### src/rtl/nvm_ctrl_map.vh
// Register addresses, bit positions, unlock values, masks and timing counts of the NVM access controller.
// Assumes a core special-function-register bus with 9-bit addresses and 8-bit data.
// How it works
// - With store_permit clear, no write cycle to either space can start.
// - Write trigger starts a cycle; hardware clears it; software only sets.
// - Finishing a write cycle sets store_done_flag.
// - Data write erases byte at nvm_addr_low then programs nvm_data_low; core runs.
// - Program write stalls core, erases and programs high:low word, flags, resumes.
// - External or watchdog reset during a write sets aborted_store_flag.
// - External and watchdog resets keep address, data and space_select.
// - space_select one means program memory, zero means data memory.
// - space_select writes are ignored while a read or write runs.
// - Read trigger starts a read; hardware clears it; software only sets.
// - Data read byte lands in nvm_data_low the next cycle.
// - nvm_data_low keeps read value until new read or firmware write.
// - Write trigger needs store_permit set by an earlier register write.
// - Clearing store_permit mid-cycle does not abort the write.
// - unlock_port has no storage; it only feeds the unlock check.
// - Program read loads data high:low after the second following cycle.
// - Power-up clears store_permit.
`ifndef NVM_CTRL_MAP_VH
`define NVM_CTRL_MAP_VH
`define ADDR_DATA_LOW 9'h10c
`define ADDR_ADDR_LOW 9'h10d
`define ADDR_DATA_HIGH 9'h10e
`define ADDR_ADDR_HIGH 9'h10f
`define ADDR_CONTROL 9'h18c
`define ADDR_UNLOCK 9'h18d
`define BIT_SPACE 7
`define BIT_ERR 3
`define BIT_PERMIT 2
`define BIT_WR 1
`define BIT_RD 0
`define UNLOCK_FIRST 8'h55
`define UNLOCK_SECOND 8'haa
`define CONTROL_USED_MASK 8'h8f
`define PROG_READ_CYCLES 2'h2
`endif

### src/rtl/nvm_read_write_controller.v
// NVM read/write controller: control register, unlock check and storage-array sequencing.
// Assumes the core's register bus on clk and a storage array with request/done handshake.
`timescale 1ns/1ps
`include "nvm_ctrl_map.vh"
module nvm_read_write_controller (
    // Clock and resets.
    input wire clk,
    input wire rst,
    input wire soft_reset,
    // Core register bus.
    input wire [8:0] reg_addr,
    input wire reg_wr,
    input wire reg_rd,
    input wire [7:0] reg_wdata,
    output reg [7:0] reg_rdata,
    // Core stall and completion event.
    output wire core_stall,
    output reg store_done_flag_set,
    // Storage array side.
    output reg arr_rd_req,
    output reg arr_wr_req,
    output reg arr_space,
    output reg [12:0] arr_addr,
    output reg [13:0] arr_wdata,
    input wire [13:0] arr_rdata,
    input wire arr_wr_done
);
    localparam S_IDLE = 3'b001;
    localparam S_PREAD = 3'b010;
    localparam S_WRITE = 3'b100;

    // Sequencer state.
    reg [2:0] state_r;
    reg [1:0] rd_cnt_r;

    // Control register bits.
    reg space_select_r;
    reg aborted_store_flag_r;
    reg store_permit_r;
    reg wr_r;
    reg rd_r;

    // Address and data holding registers.
    reg [7:0] nvm_addr_low_r;
    reg [4:0] nvm_addr_high_r;
    reg [7:0] nvm_data_low_r;
    reg [5:0] nvm_data_high_r;

    // Unlock progress: bit 0 saw the first value, bit 1 saw the pair in order.
    reg [1:0] unlock_r;

    // Decodes and status shared by the processes below.
    wire ctl_wr = reg_wr && (reg_addr == `ADDR_CONTROL);
    wire busy = (state_r != S_IDLE);
    wire unlocked = unlock_r[1];
    // Trigger needs permit already stored, not the one in this same write.
    wire wr_start = ctl_wr && reg_wdata[`BIT_WR] && store_permit_r && unlocked
        && !busy;
    wire rd_start = ctl_wr && reg_wdata[`BIT_RD] && !busy && !wr_start;
    wire [7:0] control_view = {space_select_r, 3'b000, aborted_store_flag_r,
        store_permit_r, wr_r, rd_r};

    // Values that select and address take at this edge. The idle array address follows them,
    // so a data read in the very next cycle already sees the byte just pointed at.
    wire addr_low_wr = reg_wr && (reg_addr == `ADDR_ADDR_LOW);
    wire addr_high_wr = reg_wr && (reg_addr == `ADDR_ADDR_HIGH);
    wire space_nxt = (ctl_wr && !busy) ? reg_wdata[`BIT_SPACE] : space_select_r;
    wire [7:0] addr_low_nxt = addr_low_wr ? reg_wdata : nvm_addr_low_r;
    wire [4:0] addr_high_nxt = addr_high_wr ? reg_wdata[4:0] : nvm_addr_high_r;
    wire [12:0] addr_nxt = space_nxt ? {addr_high_nxt, addr_low_nxt}
        : {5'h00, addr_low_nxt};

    // Program writes halt the core until the array reports done.
    assign core_stall = (state_r == S_WRITE) && space_select_r;

    // Unlock check: two-stage record, no storage of the values themselves.
    always @(posedge clk) begin
        if (rst || soft_reset) begin
            unlock_r <= 2'b00;
        end else if (reg_wr && reg_addr == `ADDR_UNLOCK) begin
            unlock_r[0] <= (reg_wdata == `UNLOCK_FIRST);
            unlock_r[1] <= unlock_r[0] && (reg_wdata == `UNLOCK_SECOND);
        end else if (reg_wr || (reg_rd && reg_addr == `ADDR_UNLOCK)) begin
            // Any other register write, or a read of the port, restarts the check.
            unlock_r <= 2'b00;
        end
    end

    // Address, data and select survive soft resets; only power-on clears them.
    always @(posedge clk) begin
        if (rst) begin
            space_select_r <= 1'b0;
            nvm_addr_low_r <= 8'h00;
            nvm_addr_high_r <= 5'h00;
            nvm_data_low_r <= 8'h00;
            nvm_data_high_r <= 6'h00;
        end else begin
            if (soft_reset) begin
                space_select_r <= space_select_r;
            end else if (ctl_wr && !busy) begin
                space_select_r <= reg_wdata[`BIT_SPACE];
            end
            // Firmware loads of address and data; soft resets leave them alone.
            if (!soft_reset && reg_wr && reg_addr == `ADDR_ADDR_LOW) begin
                nvm_addr_low_r <= reg_wdata;
            end
            if (!soft_reset && reg_wr && reg_addr == `ADDR_ADDR_HIGH) begin
                nvm_addr_high_r <= reg_wdata[4:0];
            end
            // Read data wins over a same-cycle firmware store to the low byte; a store to the high byte wins.
            if (!soft_reset && rd_start && !reg_wdata[`BIT_SPACE] && !space_select_r) begin
                nvm_data_low_r <= arr_rdata[7:0];
            end else if (!soft_reset && state_r == S_PREAD && rd_cnt_r == 2'd1) begin
                nvm_data_low_r <= arr_rdata[7:0];
                nvm_data_high_r <= arr_rdata[13:8];
            end else if (!soft_reset && reg_wr && reg_addr == `ADDR_DATA_LOW) begin
                nvm_data_low_r <= reg_wdata;
            end
            if (!soft_reset && reg_wr && reg_addr == `ADDR_DATA_HIGH) begin
                nvm_data_high_r <= reg_wdata[5:0];
            end
        end
    end

    // Sequencer and control bits.
    always @(posedge clk) begin
        if (rst) begin
            state_r <= S_IDLE;
            rd_cnt_r <= 2'd0;
            store_permit_r <= 1'b0;
            aborted_store_flag_r <= 1'b0;
            wr_r <= 1'b0;
            rd_r <= 1'b0;
            store_done_flag_set <= 1'b0;
            arr_rd_req <= 1'b0;
            arr_wr_req <= 1'b0;
            arr_space <= 1'b0;
            arr_addr <= 13'h0000;
            arr_wdata <= 14'h0000;
        end else if (soft_reset) begin
            // A write cut short by an external or watchdog reset is reported.
            // Array address and space are kept, like the registers they mirror.
            if (state_r == S_WRITE) begin
                aborted_store_flag_r <= 1'b1;
            end
            state_r <= S_IDLE;
            store_permit_r <= 1'b0;
            wr_r <= 1'b0;
            rd_r <= 1'b0;
            store_done_flag_set <= 1'b0;
            arr_rd_req <= 1'b0;
            arr_wr_req <= 1'b0;
        end else begin
            // Pulses last one cycle unless raised again below.
            store_done_flag_set <= 1'b0;
            arr_rd_req <= 1'b0;
            if (ctl_wr) begin
                // Permit may drop mid-write without stopping the cycle.
                store_permit_r <= reg_wdata[`BIT_PERMIT];
                aborted_store_flag_r <= reg_wdata[`BIT_ERR];
            end
            case (state_r)
                // Idle: a write trigger outranks a read trigger in the same write.
                S_IDLE: begin
                    if (wr_start) begin
                        state_r <= S_WRITE;
                        wr_r <= 1'b1;
                        arr_wr_req <= 1'b1;
                        arr_space <= space_select_r;
                        arr_addr <= space_select_r ? {nvm_addr_high_r, nvm_addr_low_r}
                            : {5'h00, nvm_addr_low_r};
                        arr_wdata <= space_select_r ? {nvm_data_high_r, nvm_data_low_r}
                            : {6'h00, nvm_data_low_r};
                    end else if (rd_start && space_select_r) begin
                        state_r <= S_PREAD;
                        rd_r <= 1'b1;
                        rd_cnt_r <= `PROG_READ_CYCLES;
                        arr_rd_req <= 1'b1;
                        arr_space <= 1'b1;
                        arr_addr <= {nvm_addr_high_r, nvm_addr_low_r};
                    end else begin
                        // Track select and address so the array shows the current cell.
                        arr_space <= space_nxt;
                        arr_addr <= addr_nxt;
                    end
                end
                // Program read: count down the two cycles the array needs.
                S_PREAD: begin
                    rd_cnt_r <= rd_cnt_r - 2'd1;
                    if (rd_cnt_r == 2'd1) begin
                        state_r <= S_IDLE;
                        rd_r <= 1'b0;
                    end
                end
                // Write: hold the request until the array reports done.
                S_WRITE: begin
                    if (arr_wr_done) begin
                        state_r <= S_IDLE;
                        wr_r <= 1'b0;
                        arr_wr_req <= 1'b0;
                        store_done_flag_set <= 1'b1;
                    end
                end
                default: state_r <= S_IDLE;
            endcase
        end
    end

    // Register read mux; unlock port reads zero, unused control bits zero.
    always @* begin
        case (reg_addr)
            `ADDR_CONTROL: reg_rdata = control_view & `CONTROL_USED_MASK;
            `ADDR_ADDR_LOW: reg_rdata = nvm_addr_low_r;
            `ADDR_ADDR_HIGH: reg_rdata = {3'b000, nvm_addr_high_r};
            `ADDR_DATA_LOW: reg_rdata = nvm_data_low_r;
            `ADDR_DATA_HIGH: reg_rdata = {2'b00, nvm_data_high_r};
            default: reg_rdata = 8'h00;
        endcase
    end
endmodule // nvm_read_write_controller

### config.mk
export PLATFORM = sky130hd
export DESIGN_NAME = nvm_read_write_controller
export DESIGN_NICKNAME = d
export VERILOG_FILES = /design/src/rtl/nvm_read_write_controller.v
export VERILOG_INCLUDE_DIRS = /design/src /design/src/rtl
export SDC_FILE = /design/constraint.sdc
export NUM_CORES = 1
export LEC_CHECK = 0
export BUFFER_PORTS_ARGS = -buffer_cell sky130_fd_sc_hd__buf_2
export CAP_MARGIN = 10
export CORE_UTILIZATION = 25
export CTS_CLUSTER_SIZE = 30
export DETAILED_ROUTE_END_ITERATION = 7
export SETUP_SLACK_MARGIN = 0.05
export SYNTH_ARGS = -nofsm -noshare
export SYNTH_HDL_FRONTEND = slang
export SYNTH_SLANG_ARGS = --single-unit
export TNS_END_PERCENT = 20
### constraint.sdc
create_clock -name clk -period 2.4 [get_ports clk]
set_clock_uncertainty 0.1 [all_clocks]
set_input_delay 0.24 -clock clk [delete_from_list [all_inputs] [get_ports clk]]
set_output_delay 0.24 -clock clk [all_outputs]
set_load 0.01 [all_outputs]
# Word level (Yosys, flattened, before mapping)
# Index checks and enable logic that the tools add are counted.
dict set report totals {
  register_bits 69
  input_bits 37
  elab_cells 131
}
dict set report op_classes {
  n_addsub 1
  eq_ne 21
  muxes 39
  bitwise_logic 3
  n_reduce_logical 50
}
# op n
set op_table {}
lappend op_table {{equality test 9 bit (second input constant)} 6}
lappend op_table {{2-to-1 mux 13 bit} 4}
lappend op_table {{case mux 8 bit (5 select lines)} 1}
lappend op_table {{2-to-1 mux 8 bit} 4}
lappend op_table {{logical AND 1 bit} 26}
lappend op_table {{2-to-1 mux 6 bit} 3}
lappend op_table {{2-to-1 mux 14 bit} 1}
lappend op_table {{2-to-1 mux 1 bit} 13}
lappend op_table {{2-to-1 mux 3 bit} 4}
lappend op_table {{nonzero test 2 bit} 5}
lappend op_table {{case mux 3 bit (3 select lines)} 1}
lappend op_table {{AND reduction 3 bit} 3}
lappend op_table {{equality test 8 x 7 -> 1 bit (second input constant)} 1}
lappend op_table {{equality test 8 bit (second input constant)} 1}
lappend op_table {{2-to-1 mux 2 bit} 4}
lappend op_table {{inequality test 2 bit (second input constant)} 4}
lappend op_table {{AND reduction 4 bit} 2}
lappend op_table {{inequality test 2 x 1 -> 1 bit (second input constant)} 3}
lappend op_table {{AND reduction 2 bit} 3}
lappend op_table {{logical NOT 1 bit} 5}
lappend op_table {{2-to-1 mux 5 bit} 1}
lappend op_table {{case mux 1 bit (2 select lines)} 2}
lappend op_table {{case mux 2 bit (2 select lines)} 1}
lappend op_table {{OR reduction 4 bit} 1}
lappend op_table {{other kinds (12)} 15}

# Logic depth before layout (Yosys ltp)
dict set report logic_depth {
  word_depth 13
  mapped_depth 9
  ltp_nobuf 6
}

# Worst setup path before layout
# Ideal clock, no wire load.
dict set report synth_path {
  kind {input to register}
  from {in reg_addr[5]}
  to {reg nvm_data_low_r[0]}
  setup_ps 140
  arrival_ps 1997
  setup_slack_ps 162
  path_stages 6
  path_buffers 1
  cell_sequence {or4b_1 buf_4 or3_4 nor3_4 mux2i_1 a211oi_2}
}
dict set report synth_between {
  elab_chain_cells 12
  elab_cells_between_ends 17
  cone_classes {eq/ne: 2; mux: 1; reduce/logical: 14}
}
# item line
set synth_lines {}
lappend synth_lines {{start, declared} nvm_read_write_controller.v:11} ;# input wire [8:0] reg_addr,
lappend synth_lines {{equality test 9 bit} --}
lappend synth_lines {{logical AND 1 bit} nvm_read_write_controller.v:53} ;# wire ctl_wr = reg_wr && (reg_addr == `ADDR_CONTROL);
lappend synth_lines {{logical AND 1 bit (4 in a row)} nvm_read_write_controller.v:57} ;# wire wr_start = ctl_wr && reg_wdata[`BIT_WR] && store_permit_r && unlocked
lappend synth_lines {{logical NOT 1 bit} nvm_read_write_controller.v:59} ;# wire rd_start = ctl_wr && reg_wdata[`BIT_RD] && !busy && !wr_start;
lappend synth_lines {{logical AND 1 bit} nvm_read_write_controller.v:59}
lappend synth_lines {{logical AND 1 bit (3 in a row)} nvm_read_write_controller.v:111} ;# if (!soft_reset && rd_start && !reg_wdata[`BIT_SPACE] && !space_select_r) begin
lappend synth_lines {{nonzero test 3 bit (no source line) / 2-to-1 mux 8 bit (equally long branches)} --}
lappend synth_lines {{end signal, assigned} nvm_read_write_controller.v:112} ;# nvm_data_low_r <= arr_rdata[7:0];
lappend synth_lines {{end signal, assigned} nvm_read_write_controller.v:114} ;# nvm_data_low_r <= arr_rdata[7:0];
lappend synth_lines {{end signal, assigned} nvm_read_write_controller.v:117} ;# nvm_data_low_r <= reg_wdata;
lappend synth_lines {{end, declared} nvm_read_write_controller.v:46} ;# reg [7:0] nvm_data_low_r;
# Parallel ways exist; a longest one is shown, timed or not.
# A chain may end at the register's enable or synchronous reset.

# Worst setup path after layout
dict set report layout_path {
  from {in reg_addr[5]}
  to {out reg_rdata[3]}
}
dict set report layout_between {
  elab_chain_cells 2
  elab_cells_between_ends 6
  cone_classes {eq/ne: 5; mux: 1}
}
# item line
set layout_lines {}
lappend layout_lines {{equality test 9 bit} nvm_read_write_controller.v:211} ;# case (reg_addr)
lappend layout_lines {{case mux 8 bit (5 select lines) *} nvm_read_write_controller.v:211}
lappend layout_lines {{end, declared} nvm_read_write_controller.v:15} ;# output reg [7:0] reg_rdata,
# Every way passes the cells marked *; elsewhere a longest branch is shown, timed or not.

==> impl_results.md <==
- Status: finished clean
- Rows: 42
- Post-Syn Nets: 447
- Yosys reg bits: 69
- Clock Pin Slew Worst Setup and Hold Paths: 0.05 ns
- Synth Area in XOR/XNOR: 0%
- Multiplexer share of the synthesized area: 12.89%
- Die width: 119.2 µm
- Starting Density: 25.74%
- Comb pwr share: 6.5%
- Sequential area share after synthesis: 40.20%
- All-Layer GR Usage: 15.01%
- CTS Buffer Depth: 2
- Post-DR wirelength/cell: 15.65 µm
- Max Transition Viols Final: 0
- Crit path kind: input pin to primary output
- M1 WL: 4724 µm
- Final Cycle Share: 94.76%
- Vias/cell: 4.904
- Max Fclk: 0.4397 GHz
- EDFF count, synth: 0
- CP startpoint kind: input pin
- DRT Wirelength: 10420 µm
- Post-Synthesis Cell Area: 3436 µm²
- MaxCap Viol Count: 0
- DIE AREA: 14220 µm²
- Initial DRC Count: 192
- Part of the power in registers: 43.4%
- DP Wirelength: 7954 µm
- Synth Area in Simple Gates: 24.51%
- I/O Pins: 77
- DRT antenna net count: 0
- Top_reg_cell synth: dfxtp_1
- Setup tns final: 0 ns
- CP endpoint kind: primary output
- Number of global-route vias before repair: 3201
- Fin area: 4412 µm²
- Worst-Skew Late Latency: 0.34 ns
- TritonCTS clock tree: built
- Tmin final: 2.274 ns
- Mapped Cells: 409
- Maximum VDD drop: 0.0003535 V
- Die height: 119.2 µm
- Cell Area, Placed: 4111 µm²
- # diodes: 0
- DR WL met2: 4702 µm
- Number of distinct library cells after synthesis: 47
- Sw Share: 23.58%
- Final setup violation count: 0
- CP Max Fanout: 5
- Post-Synth Adder-Cell Area: 0.3642%
- CTS root buffer: clkbuf_16
- Fraction of layout cells with a size suffix above 1: 26.33%
- First-pass GRT wire length: 16500 µm
- Complex-gate fraction of the synthesized area: 17.77%
- Main combinational cell family by area after synthesis: simple AND/OR/NAND/NOR gates
- RSZ-0062 raised after global routing: yes
- Slew margin rel.: 57.62%
- Clk network pwr share: 50.1%
- DRT Pass-1 Iters: 4
- Remaining Overflow, GRT: 0
- Buffer count from post-CTS setup fixing: 0
- YS warnings: 0
- CTS buffer count: 9
- Gpl congestion: 0.8836
- Max Used Layer: met4
- Vias: 3266
- Leakage: 1.649 nW
- Fin nets: 524
- Total internal power: 2.043 mW
- Buffers on Ports: 76
- Cts hold-fix bufs: 0
- Final hold vios: 0
- Hold/Removal Path Class: input pin to flip-flop
- Area Overhead vs Synth: 28.40%
- Largest net degree at the start of global routing: 35
- Metal3 WL: 706 µm
- Avg Inst Size Synth: 8.400 µm²
- Critical Path AT: 1.93 ns
- Design Power: 2.673 mW
- Initial antenna violation count: 0
- Sw power: 0.6303 mW
- Clock Sink Count: 69
- Worst-Margin Slew: 0.6357 ns
- Synth async-reset ratio: 0%
- DR DRC count: 0
- Worst EP required: 2.06 ns
- Number of H-tree levels: 3
- Power per Cell Area: 606.0 nW/µm²
- # resized after CTS: 0
- Core box area: 13350 µm²
[sequential cells by signal, indices dropped and copies added, names as in the netlist, 2 cells and up]
| name | flops |
|---|---|
| nvm_addr_low_r | 8 |
| nvm_data_high_r | 6 |
| arr_addr | 13 |
| nvm_data_low_r | 8 |
| unlock_r | 2 |
| state_r | 3 |
| nvm_addr_high_r | 5 |
| arr_wdata | 14 |
| rd_cnt_r | 2 |
[per-layer routing]
layer / vias up / GRT usage [%]
met5: - / 0
met4: 0 / 7.120
met3: 21 / 4.646
met2: 102 / 23.11
met1: 1522 / 18.97
li1: 1621 / -
[cell usage after synthesis (3+ instances only)]
cell / n / area (µm²)
a31oi_1: 7 / 43.79
a211o_1: 4 / 35.03
nor3b_1: 3 / 22.52
o21ai_0: 9 / 45.04
nand2b_1: 7 / 43.79
nand2_1: 51 / 191.4
buf_1: 3 / 11.26
or3b_1: 3 / 26.28
and3_1: 3 / 18.77
nor3_1: 4 / 20.02
buf_2: 3 / 15.01
inv_1: 5 / 18.77
mux2i_1: 42 / 420.4
nand3_1: 21 / 105.1
dfxtp_1: 69 / 1381
a21oi_1: 35 / 175.2
nand3b_1: 4 / 30.03
clkbuf_1: 25 / 93.84
a211oi_2: 7 / 87.58
a211oi_1: 19 / 142.6
nor2_1: 51 / 191.4
[critical path: stages]
cell,delay [ns]
buf_2,0.09
or4b_1,0.62
or3_4,0.41
nand2b_1,0.23
o21ai_0,0.18
buf_2,0.15
[cells by family (layout without fill, tap and decap cells)]
family          after synthesis  in the layout
simple gates                168            168
compound gates               91             91
flops                        69             69
mux                          43             43
buf+inv                      37            118
fa+ha+maj                     1              1
[power groups by stage]
stage          Sequential, mW  Combinational [mW]  Clock, mW
2_1_floorplan            1.19              0.0890          0
3_3_place_gp             1.19               0.170          0
3_5_place_dp             1.19               0.172          0
4_1_cts                  1.16               0.172       1.36
5_1_grt                  1.16               0.186       1.42
6_report                 1.16               0.173       1.34
[area by class of cell]
class / count / area (µm²)
Multi-Input combinational cell: 303 / 1908
Tap cell: 176 / 220.2
Fill cell: 1442 / 8936
Sequential cell: 69 / 1381
Inverter: 5 / 18.77
Timing Repair Buffer: 98 / 583.1
Clock inverter: 5 / 61.31
Clock buffer: 10 / 239.0
[worst paths after layout]
| check | cells after the start | end | slack (ns) | start |
|---|---|---|---|---|
| hold / removal | 3 | store_done_flag_set$_SDFF_PP0_ | 0.08 | arr_wr_done |
| setup / recovery | 6 | reg_rdata[3] | 0.13 | reg_addr[5] |
| hold reg to reg | 2 | arr_wdata[2]$_SDFFE_PP0P_ | 0.35 | arr_wdata[2]$_SDFFE_PP0P_ |
| setup reg to reg | 6 | nvm_data_low_r[7]$_SDFFE_PP0P_ | 0.27 | state_r[0]$_SDFFE_PP1P_ |
[metrics by stage]
step,hold slack [ns],utilization [%],std cells,setup WS (ns)
after floorplan,0.2771,-,409,0.1623
after global placement,0.3381,30.80,651,0.1277
after detailed placement,0.3417,30.80,651,0.07694
after CTS,0.07247,33.05,666,0.1344
after global routing,0.08087,33.05,666,0.03080
final,0.07986,33.05,666,0.1257
[cell usage in the layout, fill, tap and decap left out, drive strengths merged, types with 3 or more instances in the layout]
master / n
inv: 5
nand2b: 7
a21oi: 35
and3: 3
dfxtp: 69
o21ai: 9
or3: 3
nor3: 7
a31oi: 7
nand3b: 4
or3b: 3
a211oi: 26
nand3: 21
nor2: 51
a211o: 4
nor4: 5
clkinvlp: 3
buf: 98
clkbuf: 10
nor3b: 3
nand2: 51
mux2i: 42
Power figures use the tool's default switching activity.
